<file path="src/design/spi_guard_defs.svh">
`ifndef SPI_GUARD_DEFS_SVH
`define SPI_GUARD_DEFS_SVH

// ----------------------------------------
// Opcode fields: upper nibble zero, bit 3 ignored
// ----------------------------------------
`define OP_HI_NIBBLE       4'h0
`define OP_SET_LATCH       3'h6
`define OP_CLEAR_LATCH     3'h4
`define OP_STATUS_READ     3'h5
`define OP_STATUS_WRITE    3'h1
`define OP_ARRAY_READ      3'h3
`define OP_ARRAY_WRITE     3'h2

// ----------------------------------------
// Status register layout and values
// ----------------------------------------
`define ST_GUARD_BIT       7
`define ST_BPHI_BIT        3
`define ST_BPLO_BIT        2
`define ST_LATCH_BIT       1
`define ST_BUSY_BIT        0
`define ST_BUSY_VALUE      8'hff
`define NV_RESET_GUARD     1'h0
`define NV_RESET_BP        2'h0

// ----------------------------------------
// Block protect codes and paging
// ----------------------------------------
`define BP_NONE            2'h0
`define BP_QUARTER         2'h1
`define BP_HALF            2'h2
`define BP_ALL             2'h3
`define PAGE_BITS          6

// ----------------------------------------
// Timing
// ----------------------------------------
`define CLK_PERIOD_NS      50
`define WRITE_TIME_NS      5000000
`define WRITE_CYCLES       (`WRITE_TIME_NS / `CLK_PERIOD_NS)

`endif

</file>
<file path="src/design/spi_guard_pkg.sv">
package spi_guard_pkg;

    typedef enum logic [2:0]
    {
        ST_IDLE   = 3'b000,
        ST_OPCODE = 3'b001,
        ST_ADDR   = 3'b010,
        ST_WDATA  = 3'b011,
        ST_RDATA  = 3'b100,
        ST_SREAD  = 3'b101,
        ST_SWDATA = 3'b110,
        ST_IGNORE = 3'b111
    } frame_state_t;

    typedef enum logic [1:0]
    {
        WC_ARRAY  = 2'b00,
        WC_STATUS = 2'b01
    } wcycle_t;

endpackage

</file>
<file path="src/design/spi_eeprom_cmd_protect.sv">
`timescale 1ns/1ps
`include "spi_guard_defs.svh"
// Functional notes
// Slave only; master makes every SCK edge
// MSB first; frames start on select falling
// First byte captured as eight-bit opcode
// Bad opcode: ignore rest, SO floats
// Deselected: SI ignored, SO floats
// Hold pauses transfer, sequence state kept
// While held: SO floats, SI ignored
// Decode set, clear, status-read opcodes
// Decode status-write, array read, write opcodes
// Latch clear at power-up; set first
// Clear-latch disables programming regardless of pin
// Status bit 0 shows write busy
// Status bit 1 shows write latch
// Guard bit 7, block bits 3 and 2
// Bits 6..4 zero; all ones when busy
// Small array quarter, half, full protection
// Large array quarter, half, full protection
// Protected locations never written
// Nonvolatile bits need latch, timed cycle
// Hardware guard: pin low and guard set
// Hardware guard blocks status, protected writes
// Pin falling in frame aborts status write; code aborts only while the guard bit is set
// Guard bit cannot clear while pin low; a status write cycle started before the pin fell still clears it
// Busy: only status-read accepted
// Write cycle end clears the latch
// Sample on rising SCK, shift on falling
// SO driven only in read data phases
module spi_eeprom_cmd_protect
#(
    parameter int ADDR_BITS    = 15,
    parameter int WRITE_CYCLES = `WRITE_CYCLES
)
(
    input  wire logic                 clk,
    input  wire logic                 rst,
    input  wire logic                 cs_n,
    input  wire logic                 sck,
    input  wire logic                 si,
    input  wire logic                 hold_n,
    input  wire logic                 wp_n,
    output logic                      so_o,
    output logic                      so_oe,
    output logic [ADDR_BITS-1:0]      arr_addr,
    output logic [7:0]                arr_wdata,
    output logic                      arr_wr,
    input  wire logic [7:0]           arr_rdata,
    output logic                      busy
);

    localparam int WC_W = $clog2(WRITE_CYCLES + 1);

    // ----------------------------------------
    // Pin synchronisers
    // ----------------------------------------
    logic [4:0] sync1_q;
    logic [4:0] sync2_q;
    logic       sck_d3_q;
    logic       cs_d3_q;
    logic       wp_d3_q;

    always_ff @(posedge clk or posedge rst)
    begin
        if (rst)
        begin
            sync1_q  <= 5'h1c;
            sync2_q  <= 5'h1c;
            sck_d3_q <= 1'b0;
            cs_d3_q  <= 1'b1;
            wp_d3_q  <= 1'b1;
        end
        else
        begin
            sync1_q  <= {wp_n, hold_n, cs_n, si, sck};
            sync2_q  <= sync1_q;
            sck_d3_q <= sync2_q[0];
            cs_d3_q  <= sync2_q[2];
            wp_d3_q  <= sync2_q[4];
        end
    end

    wire sck_s  = sync2_q[0];
    wire si_s   = sync2_q[1];
    wire cs_s   = sync2_q[2];
    wire hold_s = sync2_q[3];
    wire wp_s   = sync2_q[4];

    // ----------------------------------------
    // Frame and edge decode
    // ----------------------------------------
    spi_guard_pkg::frame_state_t state_q;
    spi_guard_pkg::frame_state_t state_d;
    spi_guard_pkg::wcycle_t      kind_q;

    logic [2:0]           bit_cnt_q;
    logic [7:0]           shift_q;
    logic [2:0]           op_q;
    logic [15:0]          addr_q;
    logic                 addr_byte_q;
    logic                 latch_q;
    logic                 guard_q;
    logic [1:0]           bp_q;
    logic [7:0]           pend_q;
    logic                 swpend_q;
    logic                 wrote_q;
    logic                 busy_q;
    logic [WC_W-1:0]      wc_cnt_q;
    logic [7:0]           out_sr_q;
    logic                 started_q;

    wire active    = ~cs_s & hold_s;
    wire rise      = sck_s & ~sck_d3_q & active;
    wire fall      = ~sck_s & sck_d3_q & active;
    wire cs_fall   = cs_d3_q & ~cs_s;
    wire cs_rise   = ~cs_d3_q & cs_s;
    wire wp_fall   = wp_d3_q & ~wp_s;
    wire byte_done = rise & (bit_cnt_q == 3'h7);
    wire [7:0] next_byte = {shift_q[6:0], si_s};

    // Opcode decode on the completed first byte
    wire op_ok      = next_byte[7:4] == `OP_HI_NIBBLE;
    wire [2:0] op_c = next_byte[2:0];
    wire is_set     = op_ok & (op_c == `OP_SET_LATCH);
    wire is_clear   = op_ok & (op_c == `OP_CLEAR_LATCH);
    wire is_sread   = op_ok & (op_c == `OP_STATUS_READ);
    wire is_swrite  = op_ok & (op_c == `OP_STATUS_WRITE);
    wire is_aread   = op_ok & (op_c == `OP_ARRAY_READ);
    wire is_awrite  = op_ok & (op_c == `OP_ARRAY_WRITE);
    wire op_valid   = is_set | is_clear | is_sread | is_swrite | is_aread | is_awrite;
    wire op_done    = byte_done & (state_q == spi_guard_pkg::ST_OPCODE);
    wire accepted   = op_valid & (~busy_q | is_sread);

    // ----------------------------------------
    // Protection decode
    // ----------------------------------------
    wire [ADDR_BITS-1:0] cur_addr = addr_q[ADDR_BITS-1:0];
    wire top1    = cur_addr[ADDR_BITS-1];
    wire top2    = cur_addr[ADDR_BITS-2];
    wire blocked = (bp_q == `BP_ALL) |
                   ((bp_q == `BP_HALF) & top1) |
                   ((bp_q == `BP_QUARTER) & top1 & top2);
    wire hw_prot = ~wp_s & guard_q;
    wire wc_done = busy_q & (wc_cnt_q == '0);

    wire [7:0] status_byte = busy_q ? `ST_BUSY_VALUE :
                             {guard_q, 3'h0, bp_q, latch_q, 1'b0};
    wire       rd_phase    = (state_q == spi_guard_pkg::ST_SREAD) | (state_q == spi_guard_pkg::ST_RDATA);
    wire [7:0] rd_src      = (state_q == spi_guard_pkg::ST_SREAD) ? status_byte : arr_rdata;

    // ----------------------------------------
    // Frame state machine
    // ----------------------------------------
    always_comb
    begin
        state_d = state_q;
        if (cs_s)
            state_d = spi_guard_pkg::ST_IDLE;
        else if (cs_fall)
            state_d = spi_guard_pkg::ST_OPCODE;
        else if (byte_done)
        begin
            case (state_q)
                spi_guard_pkg::ST_OPCODE:
                begin
                    if (!accepted)
                        state_d = spi_guard_pkg::ST_IGNORE;
                    else if (is_sread)
                        state_d = spi_guard_pkg::ST_SREAD;
                    else if (is_aread)
                        state_d = spi_guard_pkg::ST_ADDR;
                    else if (is_swrite & latch_q)
                        state_d = spi_guard_pkg::ST_SWDATA;
                    else if (is_awrite & latch_q)
                        state_d = spi_guard_pkg::ST_ADDR;
                    else
                        state_d = spi_guard_pkg::ST_IGNORE;
                end
                spi_guard_pkg::ST_ADDR:
                begin
                    if (addr_byte_q)
                        state_d = (op_q == `OP_ARRAY_READ) ? spi_guard_pkg::ST_RDATA : spi_guard_pkg::ST_WDATA;
                end
                spi_guard_pkg::ST_SWDATA:
                    state_d = spi_guard_pkg::ST_IGNORE;
                default:
                    state_d = state_q;
            endcase
        end
    end

    always_ff @(posedge clk or posedge rst)
    begin
        if (rst)
            state_q <= spi_guard_pkg::ST_IDLE;
        else
            state_q <= state_d;
    end

    // ----------------------------------------
    // Input shifting and addressing
    // ----------------------------------------
    always_ff @(posedge clk or posedge rst)
    begin
        if (rst)
        begin
            bit_cnt_q   <= 3'h0;
            shift_q     <= 8'h00;
            op_q        <= 3'h0;
            addr_q      <= 16'h0000;
            addr_byte_q <= 1'b0;
        end
        else if (cs_fall)
        begin
            bit_cnt_q   <= 3'h0;
            addr_byte_q <= 1'b0;
        end
        else if (rise && state_q != spi_guard_pkg::ST_IGNORE)
        begin
            bit_cnt_q <= bit_cnt_q + 3'h1;
            shift_q   <= next_byte;
            if (op_done)
                op_q <= op_c;
            if (byte_done && state_q == spi_guard_pkg::ST_ADDR)
            begin
                addr_q      <= {addr_q[7:0], next_byte};
                addr_byte_q <= ~addr_byte_q;
            end
            if (byte_done && state_q == spi_guard_pkg::ST_RDATA)
                addr_q <= addr_q + 16'h0001;
            if (byte_done && state_q == spi_guard_pkg::ST_WDATA)
                addr_q <= {addr_q[15:`PAGE_BITS], addr_q[`PAGE_BITS-1:0] + {{(`PAGE_BITS-1){1'b0}}, 1'b1}};
        end
    end

    // ----------------------------------------
    // Array write strobe
    // ----------------------------------------
    always_ff @(posedge clk or posedge rst)
    begin
        if (rst)
        begin
            arr_addr  <= '0;
            arr_wdata <= 8'h00;
            arr_wr    <= 1'b0;
            wrote_q   <= 1'b0;
        end
        else
        begin
            arr_addr <= cur_addr;
            arr_wr   <= byte_done & (state_q == spi_guard_pkg::ST_WDATA) & ~blocked;
            if (byte_done && state_q == spi_guard_pkg::ST_WDATA)
                arr_wdata <= next_byte;
            if (cs_fall)
                wrote_q <= 1'b0;
            else if (byte_done && state_q == spi_guard_pkg::ST_WDATA && !blocked)
                wrote_q <= 1'b1;
        end
    end

    // ----------------------------------------
    // Write latch and status write capture
    // ----------------------------------------
    always_ff @(posedge clk or posedge rst)
    begin
        if (rst)
            latch_q <= 1'b0;
        else if (wc_done)
            latch_q <= 1'b0;
        else if (op_done && accepted && is_clear)
            latch_q <= 1'b0;
        else if (op_done && accepted && is_set)
            latch_q <= 1'b1;
    end

    always_ff @(posedge clk or posedge rst)
    begin
        if (rst)
        begin
            pend_q   <= 8'h00;
            swpend_q <= 1'b0;
        end
        else if (cs_fall || (wp_fall && !cs_s && guard_q))
            swpend_q <= 1'b0;
        else if (byte_done && state_q == spi_guard_pkg::ST_SWDATA)
        begin
            pend_q   <= next_byte;
            swpend_q <= 1'b1;
        end
    end

    // ----------------------------------------
    // Self-timed write cycle and nonvolatile bits
    // ----------------------------------------
    wire start_status = cs_rise & swpend_q & latch_q & ~hw_prot & ~busy_q;
    wire start_array  = cs_rise & wrote_q & latch_q & ~busy_q;

    always_ff @(posedge clk or posedge rst)
    begin
        if (rst)
        begin
            busy_q   <= 1'b0;
            wc_cnt_q <= '0;
            kind_q   <= spi_guard_pkg::WC_ARRAY;
        end
        else if (start_status || start_array)
        begin
            busy_q   <= 1'b1;
            wc_cnt_q <= WC_W'(WRITE_CYCLES - 1);
            kind_q   <= start_status ? spi_guard_pkg::WC_STATUS : spi_guard_pkg::WC_ARRAY;
        end
        else if (wc_done)
            busy_q <= 1'b0;
        else if (busy_q)
            wc_cnt_q <= wc_cnt_q - 1'b1;
    end

    always_ff @(posedge clk or posedge rst)
    begin
        if (rst)
        begin
            guard_q <= `NV_RESET_GUARD;
            bp_q    <= `NV_RESET_BP;
        end
        else if (wc_done && kind_q == spi_guard_pkg::WC_STATUS)
        begin
            guard_q <= pend_q[`ST_GUARD_BIT];
            bp_q    <= {pend_q[`ST_BPHI_BIT], pend_q[`ST_BPLO_BIT]};
        end
    end

    // ----------------------------------------
    // Serial output
    // ----------------------------------------
    always_ff @(posedge clk or posedge rst)
    begin
        if (rst)
        begin
            out_sr_q  <= 8'h00;
            so_o      <= 1'b0;
            started_q <= 1'b0;
        end
        else if (cs_fall)
            started_q <= 1'b0;
        else if (fall && rd_phase)
        begin
            started_q <= 1'b1;
            if (bit_cnt_q == 3'h0)
            begin
                so_o     <= rd_src[7];
                out_sr_q <= {rd_src[6:0], 1'b0};
            end
            else
            begin
                so_o     <= out_sr_q[7];
                out_sr_q <= {out_sr_q[6:0], 1'b0};
            end
        end
    end

    always_ff @(posedge clk or posedge rst)
    begin
        if (rst)
        begin
            so_oe <= 1'b0;
            busy  <= 1'b0;
        end
        else
        begin
            so_oe <= active & rd_phase & (started_q | (fall & (bit_cnt_q == 3'h0)));
            busy  <= busy_q;
        end
    end
endmodule

</file>
<file path="config.mk">
export PLATFORM = sky130hd
export DESIGN_NAME = spi_eeprom_cmd_protect
export DESIGN_NICKNAME = d
export VERILOG_FILES = /design/src/design/spi_guard_pkg.sv /design/src/design/spi_eeprom_cmd_protect.sv
export VERILOG_INCLUDE_DIRS = /design/src /design/src/design
export SDC_FILE = /design/constraint.sdc
export NUM_CORES = 1
export LEC_CHECK = 0
export BUFFER_PORTS_ARGS = -buffer_cell sky130_fd_sc_hd__buf_2
export CORE_ASPECT_RATIO = 1.75
export CORE_MARGIN = 2
export CORE_UTILIZATION = 40
export CTS_CLUSTER_SIZE = 16
export DETAILED_ROUTE_END_ITERATION = 8
export SETUP_SLACK_MARGIN = 0.15
export SLEW_MARGIN = 30
export SYNTH_ARGS = -nofsm -noshare
export SYNTH_HDL_FRONTEND = slang
export SYNTH_SLANG_ARGS = --single-unit
</file>
<file path="constraint.sdc">
create_clock -name clk -period 4.2 [get_ports clk]
set_input_delay 1.05 -clock clk [delete_from_list [all_inputs] [get_ports clk]]
set_output_delay 1.05 -clock clk [all_outputs]
set_load 0.1 [all_outputs]
</file>
-- After elaboration in Yosys (flattened, before gate mapping)
Index checks and enable logic that the tools add are counted.
- $add $sub $neg: 4
- equality and inequality tests: 21
- mux-type cells: 38
- bitwise logic cells: 58
- reductions and logical operators: 41
- operators with widths (operator ; count):
    two-way mux 17 bit ; 3
    bitwise AND 1 bit ; 36
    two-way mux 3 bit ; 12
    two-way mux 16 bit ; 2
    two-way mux 8 bit ; 3
    == test 3 bit (second input constant) ; 7
    logical NOT 17 bit ; 1
    subtractor 17 x 1 -> 17 bit (second input constant) ; 1
    adder 16 x 1 -> 16 bit (second input constant) ; 1
    two-way mux 1 bit ; 16
    nonzero test 2 bit ; 8
    == test 3 x 2 -> 1 bit (second input constant) ; 5
    logical AND 1 bit ; 13
    inverter 1 bit ; 12
    OR 1 bit ; 10
    AND reduction 2 bit ; 5
    case mux 3 bit (3 select lines) ; 1
    AND reduction 3 bit ; 3
    nonzero test 3 bit ; 3
    adder 6 x 1 -> 6 bit (second input constant) ; 1
    == test 3 x 1 -> 1 bit (second input constant) ; 2
    two-way mux 6 bit ; 1
    nonzero test 5 bit ; 1
    == test 2 x 1 -> 1 bit (second input constant) ; 2
    10 further kinds ; 13
- register bits after elaboration: 116
- output and inout bits: 27

-- Depth between registers and ports, before layout
Gate-level depths: netlist of the first run.
- depth in word-level cells: 13
- mapped depth: 9

-- Least setup slack after synthesis of the first run
No wires, ideal clock.
- kind: reg-to-output
- from: register so_o
- to: output so_o
- data arrival time: 0.897 ns
- required time: 3.150 ns
- slack: 2.253 ns
- cell stages (with the launch flop): 1
- path buffers: 0
- cell sequence: dfrtp_1
- RTL lines (element ; line ; RTL):
    from (decl) ; spi_eeprom_cmd_protect.sv:44 ; output logic so_o,
    from (signal assigned) ; spi_eeprom_cmd_protect.sv:351 ; so_o <= rd_src[7];
    from (signal assigned) ; spi_eeprom_cmd_protect.sv:356 ; so_o <= out_sr_q[7];
No word-level cell between the ends.

-- Final worst setup path of the first run
- from: register state_q[2]
- to: register out_sr_q[6]
- word-level cells in the longest chain between the ends: 4
- elaborated cells on any way between the ends: 7
- classes of those cells: 2 x eq/ne; 2 x mux; 1 x bitwise; 2 x reduce/logical
- RTL lines (element ; line ; RTL):
    from (decl) ; spi_eeprom_cmd_protect.sv:93 ; spi_guard_pkg::frame_state_t state_q;
    from (signal assigned) ; spi_eeprom_cmd_protect.sv:196 ; state_q <= spi_guard_pkg::ST_IDLE;
    from (signal assigned) ; spi_eeprom_cmd_protect.sv:198 ; state_q <= state_d;
    == test 3 bit, on equally long branches ; spi_eeprom_cmd_protect.sv:149, spi_eeprom_cmd_protect.sv:150 ;
    OR 1 bit ; spi_eeprom_cmd_protect.sv:149 ; wire rd_phase = (state_q == spi_guard_pkg::ST_SREAD) | (state_q == spi_guard_pkg::ST_RDATA);
    logical AND 1 bit ; spi_eeprom_cmd_protect.sv:346 ; else if (fall && rd_phase)
    AND reduction 2 bit (no source line) ; -- ;
    to (signal assigned) ; spi_eeprom_cmd_protect.sv:352 ; out_sr_q <= {rd_src[6:0], 1'b0};
    to (signal assigned) ; spi_eeprom_cmd_protect.sv:357 ; out_sr_q <= {out_sr_q[6:0], 1'b0};
    to (decl) ; spi_eeprom_cmd_protect.sv:110 ; logic [7:0] out_sr_q;
Parallel ways exist; a longest one is shown, timed or not.
A chain may end at the register's enable or synchronous reset.

==> results of run 1 <==
## cell usage in the layout, fill, tap and decap left out, types with 9 or more instances in the layout
cell,count
dfrtp_1,100
inv_1,9
nand4_1,9
mux2_2,24
nor2b_1,9
nor3_1,12
nand2_1,48
nand3_1,20
o21ai_0,19
nor2_1,20
buf_2,41
a21oi_1,36
nand2b_1,9
clkbuf_16,9
## per-stage QoR
stage / utilization (%) / area [µm²] / cells / power, W / setup slack (ps)
after floorplan: - / 4930 / 458 / 0.00116 / 318
after global placement: 43.9 / 5270 / 644 / 0.00119 / 1680
after detailed placement: 43.9 / 5270 / 644 / 0.00119 / 1830
after CTS: 46.4 / 5570 / 660 / 0.00205 / 1800
after global routing: 46.5 / 5580 / 661 / 0.00211 / 1550
final: 46.5 / 5580 / 661 / 0.00202 / 1860
## power by group
group / internal [W] / total [W] / leakage (nW) / switching, W
Sequential: 0.00106 / 0.00109 / 1.42 / 0.0000270
Clock: 0.000468 / 0.000853 / 0.140 / 0.000384
Combinational: 0.0000330 / 0.0000826 / 1.04 / 0.0000496
Total: 0.00156 / 0.00202 / 2.61 / 0.000461
## layer usage
metal  global-route usage, %  vias up  routed length [µm]
met5                       0        -                   0
met4                    5.85        0                 209
met3                    3.11       17                 225
met2                    29.4       40                5510
met1                    19.7     1753                4260
li1                        -     1736                   -
## worst paths after layout
kind                       startpoint          end  slack [ps]  cells past startpoint
min reg2reg                sync1_q[1]   sync2_q[1]         350                      0
max in group asynchronous         rst   sync2_q[3]        2550                      3
min in group asynchronous         rst    addr_q[8]         860                      2
min                        sync1_q[1]   sync2_q[1]         350                      0
max                        state_q[2]  out_sr_q[6]        1860                      4
max reg2reg                state_q[2]  out_sr_q[6]        1860                      4
## flip-flops by register name, summed over array words and instances, names as in the netlist, 5 cells and up
register	flops
arr_addr	15
sync1_q	5
wc_cnt_q	17
addr_q	15
shift_q	7
out_sr_q	7
sync2_q	5
arr_wdata	8
## critical path: stages, from the launching register on
cell and delay [ps]:
dfrtp_1 620, nor2b_1 510, nand4_1 620, a211oi_1 400, a21o_1 120
## cell families after synthesis
logic type / after synthesis / share of synthesized area [%]
simple gates: 176 / 20.4
flops: 108 / 55.1
compound gates: 98 / 12.1
buf+inv: 31 / 2.67
mux: 30 / 6.70
xor+xnor: 9 / 1.60
fa+ha+maj: 6 / 1.47
## area by class of cell
class,count,area (µm²)
well taps,165,206
clock inverters,6,71.3
fillers,1125,6420
flip-flops and latches,108,2710
inverters,10,40.0
multi-input cells,319,2090
repair buffers,43,233
clock buffers,10,229
==> qor.txt, run 1 <==
Status - completed
Final hold vios - 0
Syn avg cell area - 10.8 µm²
Initial core utilization - 41.1%
Final nets - 511
Leakage power - 2.61 nW
Die width - 87.9 µm
Post-Syn Area - 4930 µm²
CTS tree - done
Rows - 53
Tmin final - 2340 ps
H-tree levels - 3
CTS Hold Bufs - 0
Tightest Hold Check Type - register to register
# port buffers - 41
Core area - 12000 µm²
Overall Global Routing Usage - 16.6%
CTS buffer count - 9
Vias - 3546
Max-slew headroom - 46.6%
Sequential cell area fraction in the yosys report - 55.1%
Number of global-route vias before repair - 3523
Peak Freq - 428 MHz
CTS resizes - 0
First drt pass iteration count - 4
Synth Net Count - 478
Slew Limit Fails - 0
Top-area cell type share of the netlist area - 50.8%
Hpwl dp - 7180 µm
Setup total negative slack - 0 ps
DRT Wirelength - 10200 µm
Maximum fanout along the worst path - 17
Share of cells above drive strength 1 - 21.4%
Die area - 13300 µm²
Most instantiated library cell after synthesis - dfrtp_1
CTS Buffer Depth - 2
Placer Congestion - 0.909
Final setup violation count - 0
ANT cells - 0
Power per cell area - 362 nW/µm²
Largest cells by area after synthesis - dfrtp_1 (51%), mux2_2 (5.5%), dfstp_2 (4.3%), a21oi_1 (3.7%), nand2_1 (3.7%)
Clk_skew - 9.33 ps
RSZ-0062 raised after global routing - no
Clock sink count - 108
Congestion Overflow GR - 0
Required time worst endpoint - 4480 ps
Most frequent cells after synthesis - dfrtp_1 (100), nand2_1 (48), a21oi_1 (36)
First-pass GRT wire length - 17100 µm
DR vias/cell - 5.36
Largest net degree at the start of global routing - 64
Flops & latches, synth - 108
Synth cell types - 64
WS Path Type - register to register
Tightest hold margin - 351 ps
Initial antenna violation count - 0
Syn Inst Count - 458
Startpoint Class - register
Fraction of the cycle the final worst path needs - 55.7%
Post-CTS Setup Inserts - 0
Critical path endpoint category - register
Max Cap Viol - 0
Iter 0 DRT Violations - 252
Yosys top cell by area - dfrtp_1
Main synth FF type - dfrtp_1
Clock Pin Slew Worst Setup and Hold Paths - 70 ps
CTS Root Buffer Type - clkbuf_16
Drt wl/cell - 15.4 µm
I/O pin cnt - 42
Post-synth EDFFs - 0
Area Growth Syn to Fin - 13.3%
Die Height - 151 µm
Asr flop ratio synth - 100%
Worst Max-Slew Pin Slew - 801 ps
DRC viols - 0
VDD IR max - 240 µV
Routed Antenna Nets - 0
Skew-Pair Late Insertion Delay - 340 ps
Synthesis Warnings - 0
Arrival time worst endpoint - 2620 ps
Note: power is estimated with default switching activity, not from simulation.
==> inputs of run 2 (changes only) <==
- clock period: 4.2 -> 2.4 ns (I/O delays scaled with it)
==> run 2 against run 1 <==
  * Utilization increased by 1.4 points
  * Sequential share of layout area decreased by 1.4 points
  * First-iteration DRC count decreased by 3.6%
  * Sequential cell count unchanged
  * Maximum frequency increased by 11%
  * Worst hold slack got worse by 54 ps
  * Sequential power increased by 74%
  * Worst setup slack got worse by 1600 ps
  * Total power increased by 88%
  * Largest power group unchanged
==> qor.txt, run 2 (synthesized netlist as in run 1, its figures left out) <==
Power per cell area - 660 nW/µm² (+82%)
Initial core utilization - 41.1% (unchanged)
Largest net degree at the start of global routing - 36 (-44%)
Crit path largest cell delay - 550 ps (-70 ps)
Status - completed
Final nets - 523 (+2.3%)
VDD IR max - 348 µV (+45%)
Share of cells above drive strength 1 - 23.2% (+1.9 points)
CTS tree - done
ANT cells - 0 (unchanged)
First drt pass iteration count - 4 (unchanged)
Skew-Pair Late Insertion Delay - 350 ps (about the same)
Max reg flops - 17 (unchanged)
Clock sink count - 108 (unchanged)
CTS Root Buffer Type - clkbuf_16
Crit-path cells - and4bb_1 -> nand2_4 -> nor4b_2 -> mux2_2
Routed Antenna Nets - 0 (unchanged)
Core area - 12000 µm² (unchanged)
CTS buffer count - 9 (unchanged)
Leakage power - 2.70 nW (+3.5%)
Overall Global Routing Usage - 17.1% (+0.55 points)
Peak Freq - 477 MHz (+11%)
Clock Pin Slew Worst Setup and Hold Paths - 70 ps (about the same)
Tmin final - 2100 ps (-240 ps)
Most frequent cells in the layout - dfrtp_1 (100), nand2_1 (48), buf_2 (41)
I/O pin cnt - 42 (unchanged)
DRT Wirelength - 10500 µm (+2.8%)
Vias - 3636 (+2.5%)
Startpoint Class - register
Maximum fanout along the worst path - 9 (-8)
Worst Max-Slew Pin Slew - 540 ps (-262 ps)
Iter 0 DRT Violations - 243 (-3.6%)
Final Core Density - 47.9% (+1.4 points)
Final hold vios - 0 (unchanged)
Critical path endpoint category - register
Hpwl dp - 7630 µm (+6.3%)
DRC viols - 0 (unchanged)
Slew Limit Fails - 0 (unchanged)
Arrival time worst endpoint - 2320 ps (-300 ps)
WS Path Type - register to register
Crit. Startpoint - sync2_q[3]
NetSw - 0.000797 W (+73%)
Comb power frac - 4.1% (about the same)
Max Cap Viol - 0 (unchanged)
Die width - 87.9 µm (unchanged)
Slowest-stage cell, CP - dfstp_2
Sw frac - 21.0% (-1.8 points)
First-pass GRT wire length - 17700 µm (+3.2%)
Clock Power Share - 45.8% (+3.6 points)
Placed cell count - 657 (+2.0%)
Required time worst endpoint - 2630 ps (-1850 ps)
Placer Congestion - 0.868 (-4.5%)
Max-slew headroom - 64.0% (+17 points)
Reg-to-reg slack, setup - 300 ps (-1560 ps)
Non-Filler Instances - 673 (+1.8%)
Post-CTS Setup Inserts - 0 (unchanged)
Initial antenna violation count - 0 (unchanged)
Reg2Reg Depth - 4 (unchanged)
Setup total negative slack - 0 ps (unchanged)
Sequential share of power - 50.1% (-3.6 points)
Drt wl/cell - 15.6 µm (+0.96%)
DR vias/cell - 5.40 (+0.71%)
Number of global-route vias before repair - 3528 (+0.14%)
Reg2reg end - pend_q[2]
Fillers - 1132 (+0.62%)
# port buffers - 41 (unchanged)
Most common cell after layout, fill and taps aside - dfrtp_1
Congestion Overflow GR - 0 (unchanged)
Clk_skew - 7.19 ps (-2.14 ps)
Final setup violation count - 0 (unchanged)
RSZ-0062 raised after global routing - no
Top reg by flops - wc_cnt_q
Top flop regs - wc_cnt_q (17), addr_q (15), arr_addr (15)
R2R Path Start - sync2_q[3]
Die area - 13300 µm² (unchanged)
Die Height - 151 µm (unchanged)
H-tree levels - 3 (unchanged)
Rows - 53 (unchanged)
Area Growth Syn to Fin - 16.7%
Int Pwr - 0.00300 W (+92%)
CTS Buffer Depth - 2 (unchanged)
Tightest Hold Check Type - input port to asynchronous set/reset pin
Fraction of the cycle the final worst path needs - 87.4% (+32 points)
==> run 2: through the flow <==
step | power [W] | setup slack, ps | hold WS [ps] | area [µm²]
2_1_floorplan | 0.00203 | 505 | 331 | 4930
3_3_place_gp | 0.00209 | 314 | 334 | 5390
3_5_place_dp | 0.00210 | 294 | 336 | 5390
4_1_cts | 0.00384 | 263 | 315 | 5750
5_1_grt | 0.00396 | 204 | 329 | 5750
6_report | 0.00380 | 303 | 297 | 5750
==> run 2: worst max-delay path, delay by kind of cell (launching register included) <==
kind / cells / cell delay, ps
and+or+nand+nor: 3 / 1030
DFF: 1 / 550
muxes: 1 / 390
==> run 2: what timing repair did <==
item | CTS | global route
endpoints found under the setup margin | 0 | 1
hold buffers | 0 | 0
gates resized for setup | 0 | 1
==> run 2: power by group through the flow <==
stage | Sequential (W) | Combinational (W) | Clock [W]
6_report | 0.00190 | 0.000156 | 0.00174
4_1_cts | 0.00190 | 0.000161 | 0.00178
2_1_floorplan | 0.00190 | 0.000127 | 0
5_1_grt | 0.00191 | 0.000178 | 0.00187
3_3_place_gp | 0.00194 | 0.000155 | 0
3_5_place_dp | 0.00194 | 0.000161 | 0
==> run 2: worst max path at each step <==
| stage | end | slack, ps | cells past startpoint |
|---|---|---|---|
| final | pend_q[2] | 300 | 4 |
| after floorplan | addr_byte_q | 510 | 1 |
| after detailed placement | addr_q[14] | 290 | 5 |
| after global placement | addr_q[14] | 310 | 5 |
| after global routing | addr_q[2] | 200 | 5 |
| after CTS | addr_q[14] | 260 | 5 |
==> run 2: area by class of cell <==
class                   count  area (µm²)  share of cell area (%)
clock buffers              11         253                    4.39
clock inverters             5         106                    1.85
inverters                  10        41.3                   0.718
multi-input cells         319        2080                    36.2
flip-flops and latches    108        2710                    47.2
well taps                 165         206                    3.59
repair buffers             55         348                    6.05
==> run 2: routing by layer <==
layer  GRT usage [%]  vias up  share of wire [%]  wire length [µm]
met4            7.00        0                2.7               282
li1                -     1758                  -                 -
met3            2.94       19                2.7               284
met2            30.1       63                 55              5720
met1            20.3     1796                 40              4200
met5               0        -                  0                 0
